<file path="src/sgs_pkg.sv">
// sgs_pkg: constants for the setting group priority selector.
// assumes a 32-bit axi4-lite register bus and eight groups.
package sgs_pkg;
   localparam int SGS_GROUPS = 8;
   localparam int SGS_IDX_W = 3;
   localparam int SGS_SEL_W = 4;
   localparam int SGS_ADDR_W = 4;
   // register byte offsets
   localparam logic [SGS_ADDR_W-1:0] SGS_CTRL_ADDR = 4'h0;
   localparam logic [SGS_ADDR_W-1:0] SGS_FORCE_ADDR = 4'h4;
   localparam logic [SGS_ADDR_W-1:0] SGS_REMOTE_ADDR = 4'h8;
   localparam logic [SGS_ADDR_W-1:0] SGS_STATUS_ADDR = 4'hc;
   // ctrl fields
   localparam int SGS_CTRL_USED_LSB = 0;
   localparam int SGS_CTRL_FORCE_BIT = 3;
   localparam int SGS_CTRL_MODE_LSB = 8;
   // status fields
   localparam int SGS_ST_ACTIVE_LSB = 0;
   localparam int SGS_ST_FCFG_BIT = 4;
   localparam int SGS_ST_FPRIO_BIT = 5;
   localparam int SGS_ST_FFORCE_BIT = 6;
   localparam int SGS_ST_FORCE_BIT = 7;
   localparam int SGS_ST_REQ_LSB = 8;
   // reset values
   localparam logic [SGS_IDX_W-1:0] SGS_USED_RST = 3'h0;
   localparam logic [SGS_IDX_W-1:0] SGS_ACTIVE_RST = 3'h0;
   localparam logic [SGS_SEL_W-1:0] SGS_SEL_NONE = 4'h0;
   localparam logic [SGS_GROUPS-1:0] SGS_MODE_RST = 8'h00;
   localparam logic [SGS_GROUPS-1:0] SGS_ALL_GROUPS = 8'hff;
   // axi responses
   localparam logic [1:0] SGS_RESP_OKAY = 2'h0;
   localparam logic [1:0] SGS_RESP_SLVERR = 2'h2;
endpackage

</file>
<file path="src/sgs_selector.sv">
// sgs_selector: setting group priority selector with an axi4-lite slave.
// assumes request inputs synchronous to mclk_i and a single axi master.
//
// Summary of operation
// Up to eight groups; exactly one reported active at all times.
// With one group in use, group one stays active and selection idles.
// With several groups in use, requests drive which group is active.
// Each request input is a pulse or a static level, per-input mode bit.
// Fixed priority, group one highest; coinciding requests pick the highest.
// Several static levels at once activate the highest-priority one.
// A pulse-activated group stays latched until another group is requested.
// While force is enabled, input requests are ignored; forced group activates.
// Software must enable force and target group before forcing it.
// On force release, held static levels take control at once.
// Active indication is one of eight groups, group one by default.
// Forced select is none or a group, default none, acting as a pulse.
// After force release with no requests, last forced group stays active.
// Force enable defaults off, persists, and forced writes fail while off.
// Used-count setting enables one to eight groups; new ones load defaults.
// Remote request, default none, cannot beat a higher static level.
// Static level on group one blocks all other requests.
// Static level on groups two to seven blocks lower-priority requests.
// Static level on group eight blocks nothing.
// Failed request flags set and clear as events for three causes.
// Reset clears latch and force state, group one active.
// Requests for groups beyond the used count never change the group.
`timescale 1ns/1ps
module sgs_selector
   import sgs_pkg::*;
(
   input wire logic mclk_i,
   input wire logic rst_i,
   input wire logic [SGS_GROUPS-1:0] group_req_i,
   output logic [SGS_IDX_W-1:0] active_group_indication_o,
   output logic [SGS_GROUPS-1:0] active_onehot_o,
   output logic [SGS_GROUPS-1:0] group_defaults_load_o,
   output logic force_override_enable_o,
   output logic fail_not_configured_o,
   output logic fail_lower_priority_o,
   output logic fail_force_o,
   input wire logic [SGS_ADDR_W-1:0] s_axi_awaddr,
   input wire logic s_axi_awvalid,
   output logic s_axi_awready,
   input wire logic [31:0] s_axi_wdata,
   input wire logic [3:0] s_axi_wstrb,
   input wire logic s_axi_wvalid,
   output logic s_axi_wready,
   output logic [1:0] s_axi_bresp,
   output logic s_axi_bvalid,
   input wire logic s_axi_bready,
   input wire logic [SGS_ADDR_W-1:0] s_axi_araddr,
   input wire logic s_axi_arvalid,
   output logic s_axi_arready,
   output logic [31:0] s_axi_rdata,
   output logic [1:0] s_axi_rresp,
   output logic s_axi_rvalid,
   input wire logic s_axi_rready
);

   // lowest set index, i.e. highest priority
   function automatic logic [SGS_IDX_W-1:0] sgs_first(input logic [SGS_GROUPS-1:0] v);
      logic [SGS_IDX_W-1:0] r;
      r = '0;
      for (int i = SGS_GROUPS - 1; i >= 0; i--) begin
         if (v[i]) begin
            r = SGS_IDX_W'(i);
         end
      end
      return r;
   endfunction

   // groups at or above a priority index
   function automatic logic [SGS_GROUPS-1:0] sgs_upto(input logic [SGS_IDX_W-1:0] idx);
      logic [SGS_GROUPS-1:0] m;
      m = '0;
      for (int i = 0; i < SGS_GROUPS; i++) begin
         m[i] = (SGS_IDX_W'(i) <= idx);
      end
      return m;
   endfunction

   function automatic logic [SGS_GROUPS-1:0] sgs_onehot(input logic [SGS_IDX_W-1:0] idx);
      return SGS_GROUPS'(1) << idx;
   endfunction

   // select names a group within the used count
   function automatic logic sgs_sel_ok(input logic [SGS_SEL_W-1:0] sel, input logic [SGS_IDX_W-1:0] top);
      logic ok;
      ok = 1'b0;
      if (sel != SGS_SEL_NONE && sel <= SGS_SEL_W'(SGS_GROUPS)) begin
         ok = (SGS_IDX_W'(sel - SGS_SEL_W'(1)) <= top);
      end
      return ok;
   endfunction

   // configuration and state
   logic [SGS_IDX_W-1:0] used_m1;
   logic force_en;
   logic force_en_q;
   logic [SGS_GROUPS-1:0] static_mode;
   logic [SGS_SEL_W-1:0] forced_group_select;
   logic [SGS_SEL_W-1:0] remote_select;
   logic force_wr;
   logic remote_wr;
   logic [SGS_GROUPS-1:0] req_q;
   logic [SGS_GROUPS-1:0] en_mask_q;
   logic [SGS_IDX_W-1:0] active;
   logic fail_cfg;
   logic fail_prio;
   logic fail_force;

   // bus handshake
   logic wr_go;
   logic rd_go;
   logic [SGS_IDX_W-1:0] wsel_idx;

   assign wr_go = s_axi_awvalid && s_axi_wvalid && !s_axi_bvalid;
   assign s_axi_awready = wr_go;
   assign s_axi_wready = wr_go;
   assign rd_go = s_axi_arvalid && !s_axi_rvalid;
   assign s_axi_arready = rd_go;

   // selection terms
   logic [SGS_GROUPS-1:0] en_mask;
   logic [SGS_GROUPS-1:0] lvl;
   logic [SGS_GROUPS-1:0] stat;
   logic [SGS_GROUPS-1:0] rise;
   logic [SGS_GROUPS-1:0] acc;
   logic [SGS_GROUPS-1:0] cand;
   logic [SGS_IDX_W-1:0] hs;
   logic hs_v;
   logic force_fall;
   logic [SGS_IDX_W-1:0] force_idx;
   logic [SGS_IDX_W-1:0] rem_idx;
   logic force_ok;
   logic set_cfg;
   logic set_prio;
   logic set_force;
   logic [SGS_IDX_W-1:0] next_active;
   // any accepted change
   logic chg_ok;

   assign force_idx = SGS_IDX_W'(forced_group_select - SGS_SEL_W'(1));
   assign rem_idx = SGS_IDX_W'(remote_select - SGS_SEL_W'(1));
   assign force_fall = force_en_q && !force_en;
   assign chg_ok = |cand || force_ok;

   always_comb begin
      en_mask = sgs_upto(used_m1);
      lvl = group_req_i & en_mask;
      stat = lvl & static_mode;
      rise = lvl & ~req_q;
      hs_v = |stat;
      hs = sgs_first(stat);
      // static level blocks only lower priorities
      acc = hs_v ? (rise & sgs_upto(hs)) : rise;
      cand = '0;
      set_cfg = 1'b0;
      set_prio = 1'b0;
      set_force = 1'b0;
      force_ok = 1'b0;
      if (!force_en) begin
         cand = acc;
         // static retakes unless a higher pulse holds, or force just dropped
         if (hs_v && (hs < active || force_fall)) begin
            cand = cand | sgs_onehot(hs);
         end
         set_cfg = |(group_req_i & ~req_q & ~en_mask);
         set_prio = |(rise & ~acc);
      end
      if (remote_wr && remote_select != SGS_SEL_NONE) begin
         if (force_en) begin
            set_force = 1'b1;
         end else if (!sgs_sel_ok(remote_select, used_m1)) begin
            set_cfg = 1'b1;
         end else if (hs_v && rem_idx > hs) begin
            set_prio = 1'b1;
         end else begin
            cand = cand | sgs_onehot(rem_idx);
         end
      end
      if (force_wr && forced_group_select != SGS_SEL_NONE) begin
         if (!force_en) begin
            set_force = 1'b1;
         end else if (!sgs_sel_ok(forced_group_select, used_m1)) begin
            set_cfg = 1'b1;
         end else begin
            force_ok = 1'b1;
         end
      end
      if (force_ok) begin
         next_active = force_idx;
      end else if (|cand) begin
         next_active = sgs_first(cand);
      end else if (active > used_m1) begin
         next_active = SGS_ACTIVE_RST;
      end else begin
         next_active = active;
      end
   end

   // active group latch
   always_ff @(posedge mclk_i or posedge rst_i) begin
      if (rst_i) begin
         active <= SGS_ACTIVE_RST;
      end else begin
         active <= next_active;
      end
   end

   // input history and force edge
   always_ff @(posedge mclk_i or posedge rst_i) begin
      if (rst_i) begin
         req_q <= '0;
         force_en_q <= 1'b0;
      end else begin
         req_q <= group_req_i;
         force_en_q <= force_en;
      end
   end

   // newly enabled groups load defaults
   always_ff @(posedge mclk_i or posedge rst_i) begin
      if (rst_i) begin
         en_mask_q <= SGS_ALL_GROUPS;
         group_defaults_load_o <= '0;
      end else begin
         en_mask_q <= en_mask;
         group_defaults_load_o <= en_mask & ~en_mask_q;
      end
   end

   // fail flags: set on failure, cleared by next accepted change, set wins
   always_ff @(posedge mclk_i or posedge rst_i) begin
      if (rst_i) begin
         fail_cfg <= 1'b0;
      end else begin
         if (set_cfg) begin
            fail_cfg <= 1'b1;
         end else if (chg_ok) begin
            fail_cfg <= 1'b0;
         end
      end
   end

   always_ff @(posedge mclk_i or posedge rst_i) begin
      if (rst_i) begin
         fail_prio <= 1'b0;
      end else begin
         if (set_prio) begin
            fail_prio <= 1'b1;
         end else if (chg_ok) begin
            fail_prio <= 1'b0;
         end
      end
   end

   always_ff @(posedge mclk_i or posedge rst_i) begin
      if (rst_i) begin
         fail_force <= 1'b0;
      end else begin
         if (set_force) begin
            fail_force <= 1'b1;
         end else if (chg_ok) begin
            fail_force <= 1'b0;
         end
      end
   end

   // register writes
   always_ff @(posedge mclk_i or posedge rst_i) begin
      if (rst_i) begin
         used_m1 <= SGS_USED_RST;
         force_en <= 1'b0;
         static_mode <= SGS_MODE_RST;
         forced_group_select <= SGS_SEL_NONE;
         remote_select <= SGS_SEL_NONE;
         force_wr <= 1'b0;
         remote_wr <= 1'b0;
      end else begin
         force_wr <= 1'b0;
         remote_wr <= 1'b0;
         if (wr_go) begin
            case (s_axi_awaddr)
               SGS_CTRL_ADDR: begin
                  if (s_axi_wstrb[0]) begin
                     used_m1 <= s_axi_wdata[SGS_CTRL_USED_LSB +: SGS_IDX_W];
                     force_en <= s_axi_wdata[SGS_CTRL_FORCE_BIT];
                  end
                  if (s_axi_wstrb[1]) begin
                     static_mode <= s_axi_wdata[SGS_CTRL_MODE_LSB +: SGS_GROUPS];
                  end
               end
               SGS_FORCE_ADDR: begin
                  if (s_axi_wstrb[0]) begin
                     forced_group_select <= s_axi_wdata[SGS_SEL_W-1:0];
                     force_wr <= 1'b1;
                  end
               end
               SGS_REMOTE_ADDR: begin
                  if (s_axi_wstrb[0]) begin
                     remote_select <= s_axi_wdata[SGS_SEL_W-1:0];
                     remote_wr <= 1'b1;
                  end
               end
               default: begin
               end
            endcase
         end
      end
   end

   // write response
   always_ff @(posedge mclk_i or posedge rst_i) begin
      if (rst_i) begin
         s_axi_bvalid <= 1'b0;
         s_axi_bresp <= SGS_RESP_OKAY;
      end else begin
         if (wr_go) begin
            s_axi_bvalid <= 1'b1;
            case (s_axi_awaddr)
               SGS_CTRL_ADDR, SGS_FORCE_ADDR, SGS_REMOTE_ADDR: s_axi_bresp <= SGS_RESP_OKAY;
               default: s_axi_bresp <= SGS_RESP_SLVERR;
            endcase
         end else if (s_axi_bready) begin
            s_axi_bvalid <= 1'b0;
         end
      end
   end

   // read data
   always_ff @(posedge mclk_i or posedge rst_i) begin
      if (rst_i) begin
         s_axi_rvalid <= 1'b0;
         s_axi_rdata <= '0;
         s_axi_rresp <= SGS_RESP_OKAY;
      end else begin
         if (rd_go) begin
            s_axi_rvalid <= 1'b1;
            s_axi_rdata <= '0;
            s_axi_rresp <= SGS_RESP_OKAY;
            case (s_axi_araddr)
               SGS_CTRL_ADDR: begin
                  s_axi_rdata[SGS_CTRL_USED_LSB +: SGS_IDX_W] <= used_m1;
                  s_axi_rdata[SGS_CTRL_FORCE_BIT] <= force_en;
                  s_axi_rdata[SGS_CTRL_MODE_LSB +: SGS_GROUPS] <= static_mode;
               end
               SGS_FORCE_ADDR: s_axi_rdata[SGS_SEL_W-1:0] <= forced_group_select;
               SGS_REMOTE_ADDR: s_axi_rdata[SGS_SEL_W-1:0] <= remote_select;
               SGS_STATUS_ADDR: begin
                  s_axi_rdata[SGS_ST_ACTIVE_LSB +: SGS_IDX_W] <= active;
                  s_axi_rdata[SGS_ST_FCFG_BIT] <= fail_cfg;
                  s_axi_rdata[SGS_ST_FPRIO_BIT] <= fail_prio;
                  s_axi_rdata[SGS_ST_FFORCE_BIT] <= fail_force;
                  s_axi_rdata[SGS_ST_FORCE_BIT] <= force_en;
                  s_axi_rdata[SGS_ST_REQ_LSB +: SGS_GROUPS] <= group_req_i;
               end
               default: s_axi_rresp <= SGS_RESP_SLVERR;
            endcase
         end else if (s_axi_rready) begin
            s_axi_rvalid <= 1'b0;
         end
      end
   end

   // outputs
   assign active_group_indication_o = active;
   assign active_onehot_o = sgs_onehot(active);
   assign force_override_enable_o = force_en;
   assign fail_not_configured_o = fail_cfg;
   assign fail_lower_priority_o = fail_prio;
   assign fail_force_o = fail_force;

endmodule

</file>
<file path="config.mk">
export PLATFORM = sky130hd
export DESIGN_NAME = sgs_selector
export DESIGN_NICKNAME = d
export VERILOG_FILES = /design/src/sgs_pkg.sv /design/src/sgs_selector.sv
export SDC_FILE = /design/constraint.sdc
export NUM_CORES = 1
export LEC_CHECK = 0
export BUFFER_PORTS_ARGS = -buffer_cell sky130_fd_sc_hd__clkbuf_2
export CAP_MARGIN = 30
export CORE_MARGIN = 2
export CORE_UTILIZATION = 59
export CTS_BUF_LIST = sky130_fd_sc_hd__clkbuf_8
export DETAILED_ROUTE_END_ITERATION = 12
export PLACE_DENSITY = 0.89
export SKIP_CTS_REPAIR_TIMING = 1
export SYNTH_ARGS = -nofsm -noshare
export SYNTH_HDL_FRONTEND = slang
export SYNTH_SLANG_ARGS = --single-unit
</file>
<file path="constraint.sdc">
create_clock -name mclk_i -period 9.45 [get_ports mclk_i]
set_clock_uncertainty 0.2 [all_clocks]
set_input_delay 0.4725 -clock mclk_i [delete_from_list [all_inputs] [get_ports mclk_i]]
set_output_delay 0.4725 -clock mclk_i [all_outputs]
set_load 0.005 [all_outputs]
</file>
==> reports/qor.txt, run 1 <==
STATUS
---------------------------------------------------------------------------------
Result of the run ..................................................    completed

WORST SETUP PATH
---------------------------------------------------------------------------------
Setup crit start ...................................................   used_m1[2]
Crit path arrival time .............................................      4880 ps
R2r startpoint .....................................................   used_m1[2]
Crit Path Max Fanout ...............................................           13
Flop-to-flop setup slack ...........................................      4610 ps
Cells on worst reg2reg path ........................................           13
Worst Setup Start Kind .............................................    flip-flop
Kind of end point of the critical path .............................    flip-flop
Required time worst endpoint .......................................      9490 ps
R2R Path End ....................................................... active_group_indication_o[2]
Startpoint-to-endpoint class of the critical path ..................      reg2reg

DRT
---------------------------------------------------------------------------------
Count of vias placed by the detailed router ........................         3966
DRT Wirelength .....................................................      11.8 mm
Number of DRC violations after detailed-routing iteration 0 ........          191
Remaining routing DRC violations ...................................            0
Remaining antenna violation count after routing ....................            0
Per-cell via count in the routed design ............................         6.05
Average routed wire per standard cell ..............................      17.9 um
Initial DRT Pass Iterations ........................................            5

SYNTH
---------------------------------------------------------------------------------
Yosys top cell by area .............................................      dfrtp_1
Leading register cell type out of synthesis ........................      dfrtp_1
Top post-synthesis cells by count .................................. dfrtp_1, nand2_1, nor2_1, inv_1, o21ai_0
Synth Cell Area ....................................................   4450 sq um
Number of distinct library cells after synthesis ...................           78
Largest cells by area after synthesis .............................. dfrtp_1, ha_1, dfstp_2
Yosys warns ........................................................            0
Cell count after synthesis .........................................          470
Register bit total from synthesis ..................................           73
Proportion of synthesized chip area in sequential cells ............        0.412
Number of synthesized flops with an enable pin .....................            0
Most common cell in the netlist ....................................      dfrtp_1
Fraction of registers with async set or reset after synthesis ......         1.00
Syn Area/Cell ......................................................   9.47 sq um
Share of Yosys cell area claimed by the top area cell type .........        0.365

GLOBAL ROUTE
---------------------------------------------------------------------------------
GRT busiest layer ..................................................         met2
Aggregate global routing overflow ..................................            0
GR Layer Usage met2 ................................................        0.499
First-pass GRT wire length .........................................      19.5 mm
Pin count of the biggest net entering global routing ...............           74
Initial antenna violation count ....................................            0
Met1 track utilization from global routing .........................        0.386
GR Layer Usage met3 ................................................       0.0568
Number of global-route vias before repair ..........................         3954
Overall global routing resource usage ..............................        0.296

PLACE
---------------------------------------------------------------------------------
Standard cell area after detailed placement ........................   4870 sq um
Count of port buffers added during placement .......................           82
GP Congestion ......................................................        0.902
Half-perimeter wire length after detailed placement ................      8.90 mm
Placed Cells incl. Taps ............................................          639

FLOORPLAN
---------------------------------------------------------------------------------
Starting density of the core .......................................        0.611
Die outline height .................................................      90.9 um
Die boundary width .................................................      90.9 um
Die Footprint ......................................................   8260 sq um
Number of placement rows ...........................................           31
Boundary pin count .................................................          123
Placeable core region ..............................................   7290 sq um

CELLS AND AREA
---------------------------------------------------------------------------------
Inserted Diodes ....................................................            0
Post-route insts no fill ...........................................          655
Cell area after layout .............................................   5050 sq um
Nets ...............................................................          630
Layout cells sized above 1 .........................................        0.273
Area growth syn-to-layout ..........................................        13.3%

TIMING
---------------------------------------------------------------------------------
Slew of the pin with the lowest slew margin ........................       904 ps
Relative slew slack ................................................        0.397
Final Hold Viols ...................................................            0
Maximum clock rate .................................................      207 MHz
Total negative slack for setup checks ..............................         0 ps
Unrepaired setup endpoints after global routing ....................        false
Crit path time final ...............................................      4840 ps
Worst hold margin ..................................................      87.9 ps
Final Cycle Share ..................................................        0.512
Number of setup violations in the final report .....................            0
Final slew viol count ..............................................            0

PWR
---------------------------------------------------------------------------------
Power density normalized to cell area ..............................  196 nW/um^2
Reported leakage power .............................................      2.49 nW
Highest ir drop seen on vdd ........................................     0.112 mV

CLOCKING
---------------------------------------------------------------------------------
H-Tree Depth .......................................................            3
# clock sinks ......................................................           73
Maximum clock path buffer count ....................................            2
TritonCTS buffer count .............................................            9
TritonCTS clock tree ...............................................         done
Register clock-pin slew on the reported worst setup and hold paths .        80 ps
Source-to-sink clock delay at the later pin of the worst-skew pair .       350 ps
Root cell of the clock tree ........................................     clkbuf_8

HOLD PATH
---------------------------------------------------------------------------------
Worst min-delay path startpoint .................................... group_req_i[3]
Class of the worst hold path .......................................       in2reg
WHS Endpoint .......................................................     req_q[3]
Cell depth of the worst min-delay path .............................            1

FLOW RUN
---------------------------------------------------------------------------------
Count of max-cap constraint violations .............................            0

==> worst max path at each step <==
stage / slack, ps / end / depth (start not counted)
final: 4610 / active_group_indication_o[2] / 13
after global routing: 4310 / active_group_indication_o[2] / 13
after CTS: 4670 / active_group_indication_o[2] / 13
after detailed placement: 4690 / active_group_indication_o[2] / 13
after global placement: 4730 / active_group_indication_o[2] / 13
after floorplan: 5690 / active_group_indication_o[2] / 14
==> layout by cell type, fill, tap and decap left out, types with 5 or more instances in the layout <==
cell	instances
clkbuf_2	82
dfrtp_1	65
nand2_1	44
nor2_1	43
inv_1	30
o21ai_0	30
ha_1	20
conb_1	19
nor3_1	16
nand3_1	14
a21oi_1	11
clkbuf_8	11
mux2_2	10
nor2b_1	10
a221oi_1	9
dfstp_2	8
and3_1	7
nand2b_1	7
a211oi_1	6
a2111oi_0	6
buf_4	5
==> metrics by stage <==
step | total power, mW | utilization | worst slack, ps
6_report | 0.990 | 0.692 | 4610
5_1_grt | 1.05 | 0.692 | 4310
4_1_cts | 0.990 | 0.692 | 4670
3_5_place_dp | 0.766 | 0.667 | 4690
3_3_place_gp | 0.751 | 0.666 | 4730
2_1_floorplan | 0.647 | - | 5690
==> registers in the layout, summed over array words and instances, names as in the netlist, 3 cells and up <==
name,cells
active_group_indication_o,3
group_defaults_load_o,8
forced_group_select,4
s_axi_rdata,16
static_mode,8
en_mask_q,8
used_m1,3
remote_select,4
req_q,8
==> cell families after synthesis <==
family          synth area share
xor+xnor                 0.00393
compound gates             0.223
fa+ha+maj                 0.0584
other cells              0.00169
simple gates               0.190
buf+inv                   0.0787
flops                      0.412
mux                       0.0320
==> power by group <==
part           switching [mW]  total [mW]  internal [mW]  leakage (nW)
clock                   0.117       0.225          0.108        0.0911
sequential             0.0564       0.420          0.363         0.890
combinational           0.205       0.346          0.141          1.51
==> layout make-up <==
| type | count | area [sq um] |
|---|---|---|
| clock inverter | 5 | 30.0 |
| clock buffer | 11 | 151 |
| multi-input combinational | 346 | 2330 |
| inverter | 34 | 128 |
| sequential | 73 | 1840 |
| tap | 99 | 124 |
| timing repair buffer | 87 | 448 |
| fill | 608 | 2240 |
==> critical path: stages (launching register included) <==
cell,delay [ps]
dfrtp_1,800
and3_1,490
nor2_2,120
a211oi_2,370
nor2_1,170
ha_1,320
o21a_1,190
o21ai_0,450
nand2_1,90
a2111oi_0,710
a211oi_1,160
nor3b_2,230
a21boi_1,140
mux2_2,270
==> routing by layer <==
metal | wire [um] | share of wire | vias up
met5 | 0 | 0 | -
met4 | 335 | 0.029 | 0
met3 | 830 | 0.071 | 32
met2 | 5710 | 0.49 | 185
met1 | 4880 | 0.42 | 1914
li1 | - | - | 1835
Note: power is estimated with default switching activity, not from simulation.
==> inputs of run 2 (changes only) <==
CORE_UTILIZATION = 55   (was 59)
PLACE_DENSITY = 0.83   (was 0.89)
clock period = 4.6 ns   (was 9.45 ns; I/O delays follow)
==> reports/qor.txt, run 2 (synthesized netlist as in run 1, its figures left out) <==
TIMING
---------------------------------------------------------------------------------
Final Cycle Share ..................................................        0.918
Number of setup violations in the final report .....................            0
Slew of the pin with the lowest slew margin ........................       703 ps
Final Hold Viols ...................................................            1
Maximum clock rate .................................................      237 MHz
Unrepaired setup endpoints after global routing ....................        false
Final slew viol count ..............................................            0
Total negative slack for setup checks ..............................         0 ps
Relative slew slack ................................................        0.531
Worst hold margin ..................................................     -23.8 ps
Crit path time final ...............................................      4220 ps

PWR
---------------------------------------------------------------------------------
Power Internal .....................................................      1.27 mW
Power density normalized to cell area ..............................  390 nW/um^2
Highest ir drop seen on vdd ........................................     0.270 mV
Psw ................................................................       816 uW
Sw Ratio ...........................................................        0.392
Clock network fraction of total power ..............................        0.229
Total power after layout ...........................................      2.08 mW
Power share of the combinational group .............................        0.359
Reported leakage power .............................................      2.62 nW
Sequential cell fraction of total power ............................        0.412

FLOW RUN
---------------------------------------------------------------------------------
Count of max-cap constraint violations .............................            0

GLOBAL ROUTE
---------------------------------------------------------------------------------
Pin count of the biggest net entering global routing ...............           57
Number of global-route vias before repair ..........................         3860
First-pass GRT wire length .........................................      19.1 mm
Initial antenna violation count ....................................            0
Overall global routing resource usage ..............................        0.279
Aggregate global routing overflow ..................................            0

WORST SETUP PATH
---------------------------------------------------------------------------------
R2r startpoint .....................................................   used_m1[2]
Crit Path Max Fanout ...............................................            9
Flop-to-flop setup slack ...........................................       380 ps
Kind of end point of the critical path .............................    flip-flop
Worst Setup Start Kind .............................................    flip-flop
Critical Path Sink ................................................. active_group_indication_o[2]
R2R Path End ....................................................... active_group_indication_o[2]
Setup crit start ...................................................   used_m1[2]
Required time worst endpoint .......................................      4640 ps
Crit path arrival time .............................................      4260 ps
Startpoint-to-endpoint class of the critical path ..................      reg2reg
Cells on worst reg2reg path ........................................           14

DRT
---------------------------------------------------------------------------------
Average routed wire per standard cell ..............................      17.9 um
Count of vias placed by the detailed router ........................         4035
DRT Wirelength .....................................................      12.3 mm
Remaining routing DRC violations ...................................            0
Per-cell via count in the routed design ............................         5.86
Initial DRT Pass Iterations ........................................            4
Remaining antenna violation count after routing ....................            0
Number of DRC violations after detailed-routing iteration 0 ........          198

HOLD PATH
---------------------------------------------------------------------------------
Class of the worst hold path .......................................       in2reg

FLOORPLAN
---------------------------------------------------------------------------------
Placeable core region ..............................................   7770 sq um
Boundary pin count .................................................          123
Die Footprint ......................................................   8830 sq um
Die boundary width .................................................      94.0 um
Number of placement rows ...........................................           32
Starting density of the core .......................................        0.573
Die outline height .................................................      94.0 um

CLOCKING
---------------------------------------------------------------------------------
TritonCTS buffer count .............................................            9
H-Tree Depth .......................................................            3
TritonCTS clock tree ...............................................         done
Source-to-sink clock delay at the later pin of the worst-skew pair .       350 ps
Register clock-pin slew on the reported worst setup and hold paths .        90 ps
Root cell of the clock tree ........................................     clkbuf_8
# clock sinks ......................................................           73
Maximum clock path buffer count ....................................            2

CELLS AND AREA
---------------------------------------------------------------------------------
Number of flip-flops under the largest register name ...............           16
Post-route insts no fill ...........................................          688
Inserted Diodes ....................................................            0
Most common cell after layout, fill and taps aside .................     clkbuf_2
Commonest non-fill, non-tap cells in the layout .................... clkbuf_2, dfrtp_1, nand2_1
Register with the highest flop count ...............................  s_axi_rdata
Nets ...............................................................          660
Area growth syn-to-layout ..........................................        20.0%
Layout cells sized above 1 .........................................        0.273

STATUS
---------------------------------------------------------------------------------
Result of the run .................................................. finished, violations left
Violations in the final reports ....................................  hold timing

PLACE
---------------------------------------------------------------------------------
Placed Cells incl. Taps ............................................          649
GP Congestion ......................................................        0.913
Half-perimeter wire length after detailed placement ................      9.12 mm
Count of port buffers added during placement .......................           82

run 2: changes by cell type in the layout (fill, tap and decap cells not counted), moves of 2 or more:
cell,before,now
dlygate4sd3_1,0,23
buf_4,5,12
clkinv_2,3,0
inv_6,0,3
clkbuf_8,11,9
run 2: worst max-delay path, stage by stage, from the launching register on:
cell and delay, ps:
dfrtp_1 580, buf_4 260, o311ai_4 350, nand2_1 160
nor2_1 260, inv_1 100, ha_1 320, nor2b_1 120
o21ai_0 90, a32oi_2 360, a2111oi_0 210, a211o_2 350
nor4_4 380, a21boi_1 100, mux2_2 270
run 2: metrics by stage:
stage               hold slack [ps]  area, sq um  setup slack [ps]  utilization
detailed placement             8.86         4920               269        0.634
floorplan                      61.4         4520               843            -
global route                   20.4         5340              81.7        0.688
global placement               3.45         4920               227        0.634
finish                        -23.8         5340               379        0.688
CTS                            -381         5110               249        0.657
run 2: final cells by class:
type | instances | area [sq um]
clock inverter | 7 | 60.1
tap | 102 | 128
timing repair buffer | 117 | 731
sequential | 73 | 1840
inverter | 34 | 128
fill | 613 | 2420
multi-input combinational | 346 | 2340
clock buffer | 9 | 124
run 2: worst min-delay path by stage:
stage | end | depth (start not counted) | start | slack, ps
after floorplan | req_q[0] | 0 | group_req_i[0] | 60
after global placement | s_axi_bvalid | 2 | rst_i | 3
after detailed placement | s_axi_bvalid | 2 | rst_i | 9
after CTS | s_axi_bvalid | 2 | rst_i | -380
after global routing | s_axi_bresp[1] | 3 | s_axi_awaddr[0] | 20
final | s_axi_bresp[1] | 3 | s_axi_awaddr[0] | -20
run 2: power by group through the flow:
stage          registers (mW)  logic [mW]  clock network (mW)
3_3_place_gp            0.863       0.688                   0
2_1_floorplan           0.833       0.496                   0
3_5_place_dp            0.867       0.718                   0
6_report                0.857       0.748               0.477
5_1_grt                 0.871       0.837               0.507
4_1_cts                 0.855       0.720               0.484
run 2: routing by layer:
metal / global-route usage / vias to the layer above / share of wire / routed length [um]
met5: 0 / - / 0 / 0
met3: 0.0562 / 31 / 0.068 / 842
met2: 0.460 / 167 / 0.50 / 6140
li1: - / 1884 / - / -
met4: 0.111 / 0 / 0.030 / 365
met1: 0.359 / 1953 / 0.40 / 4990
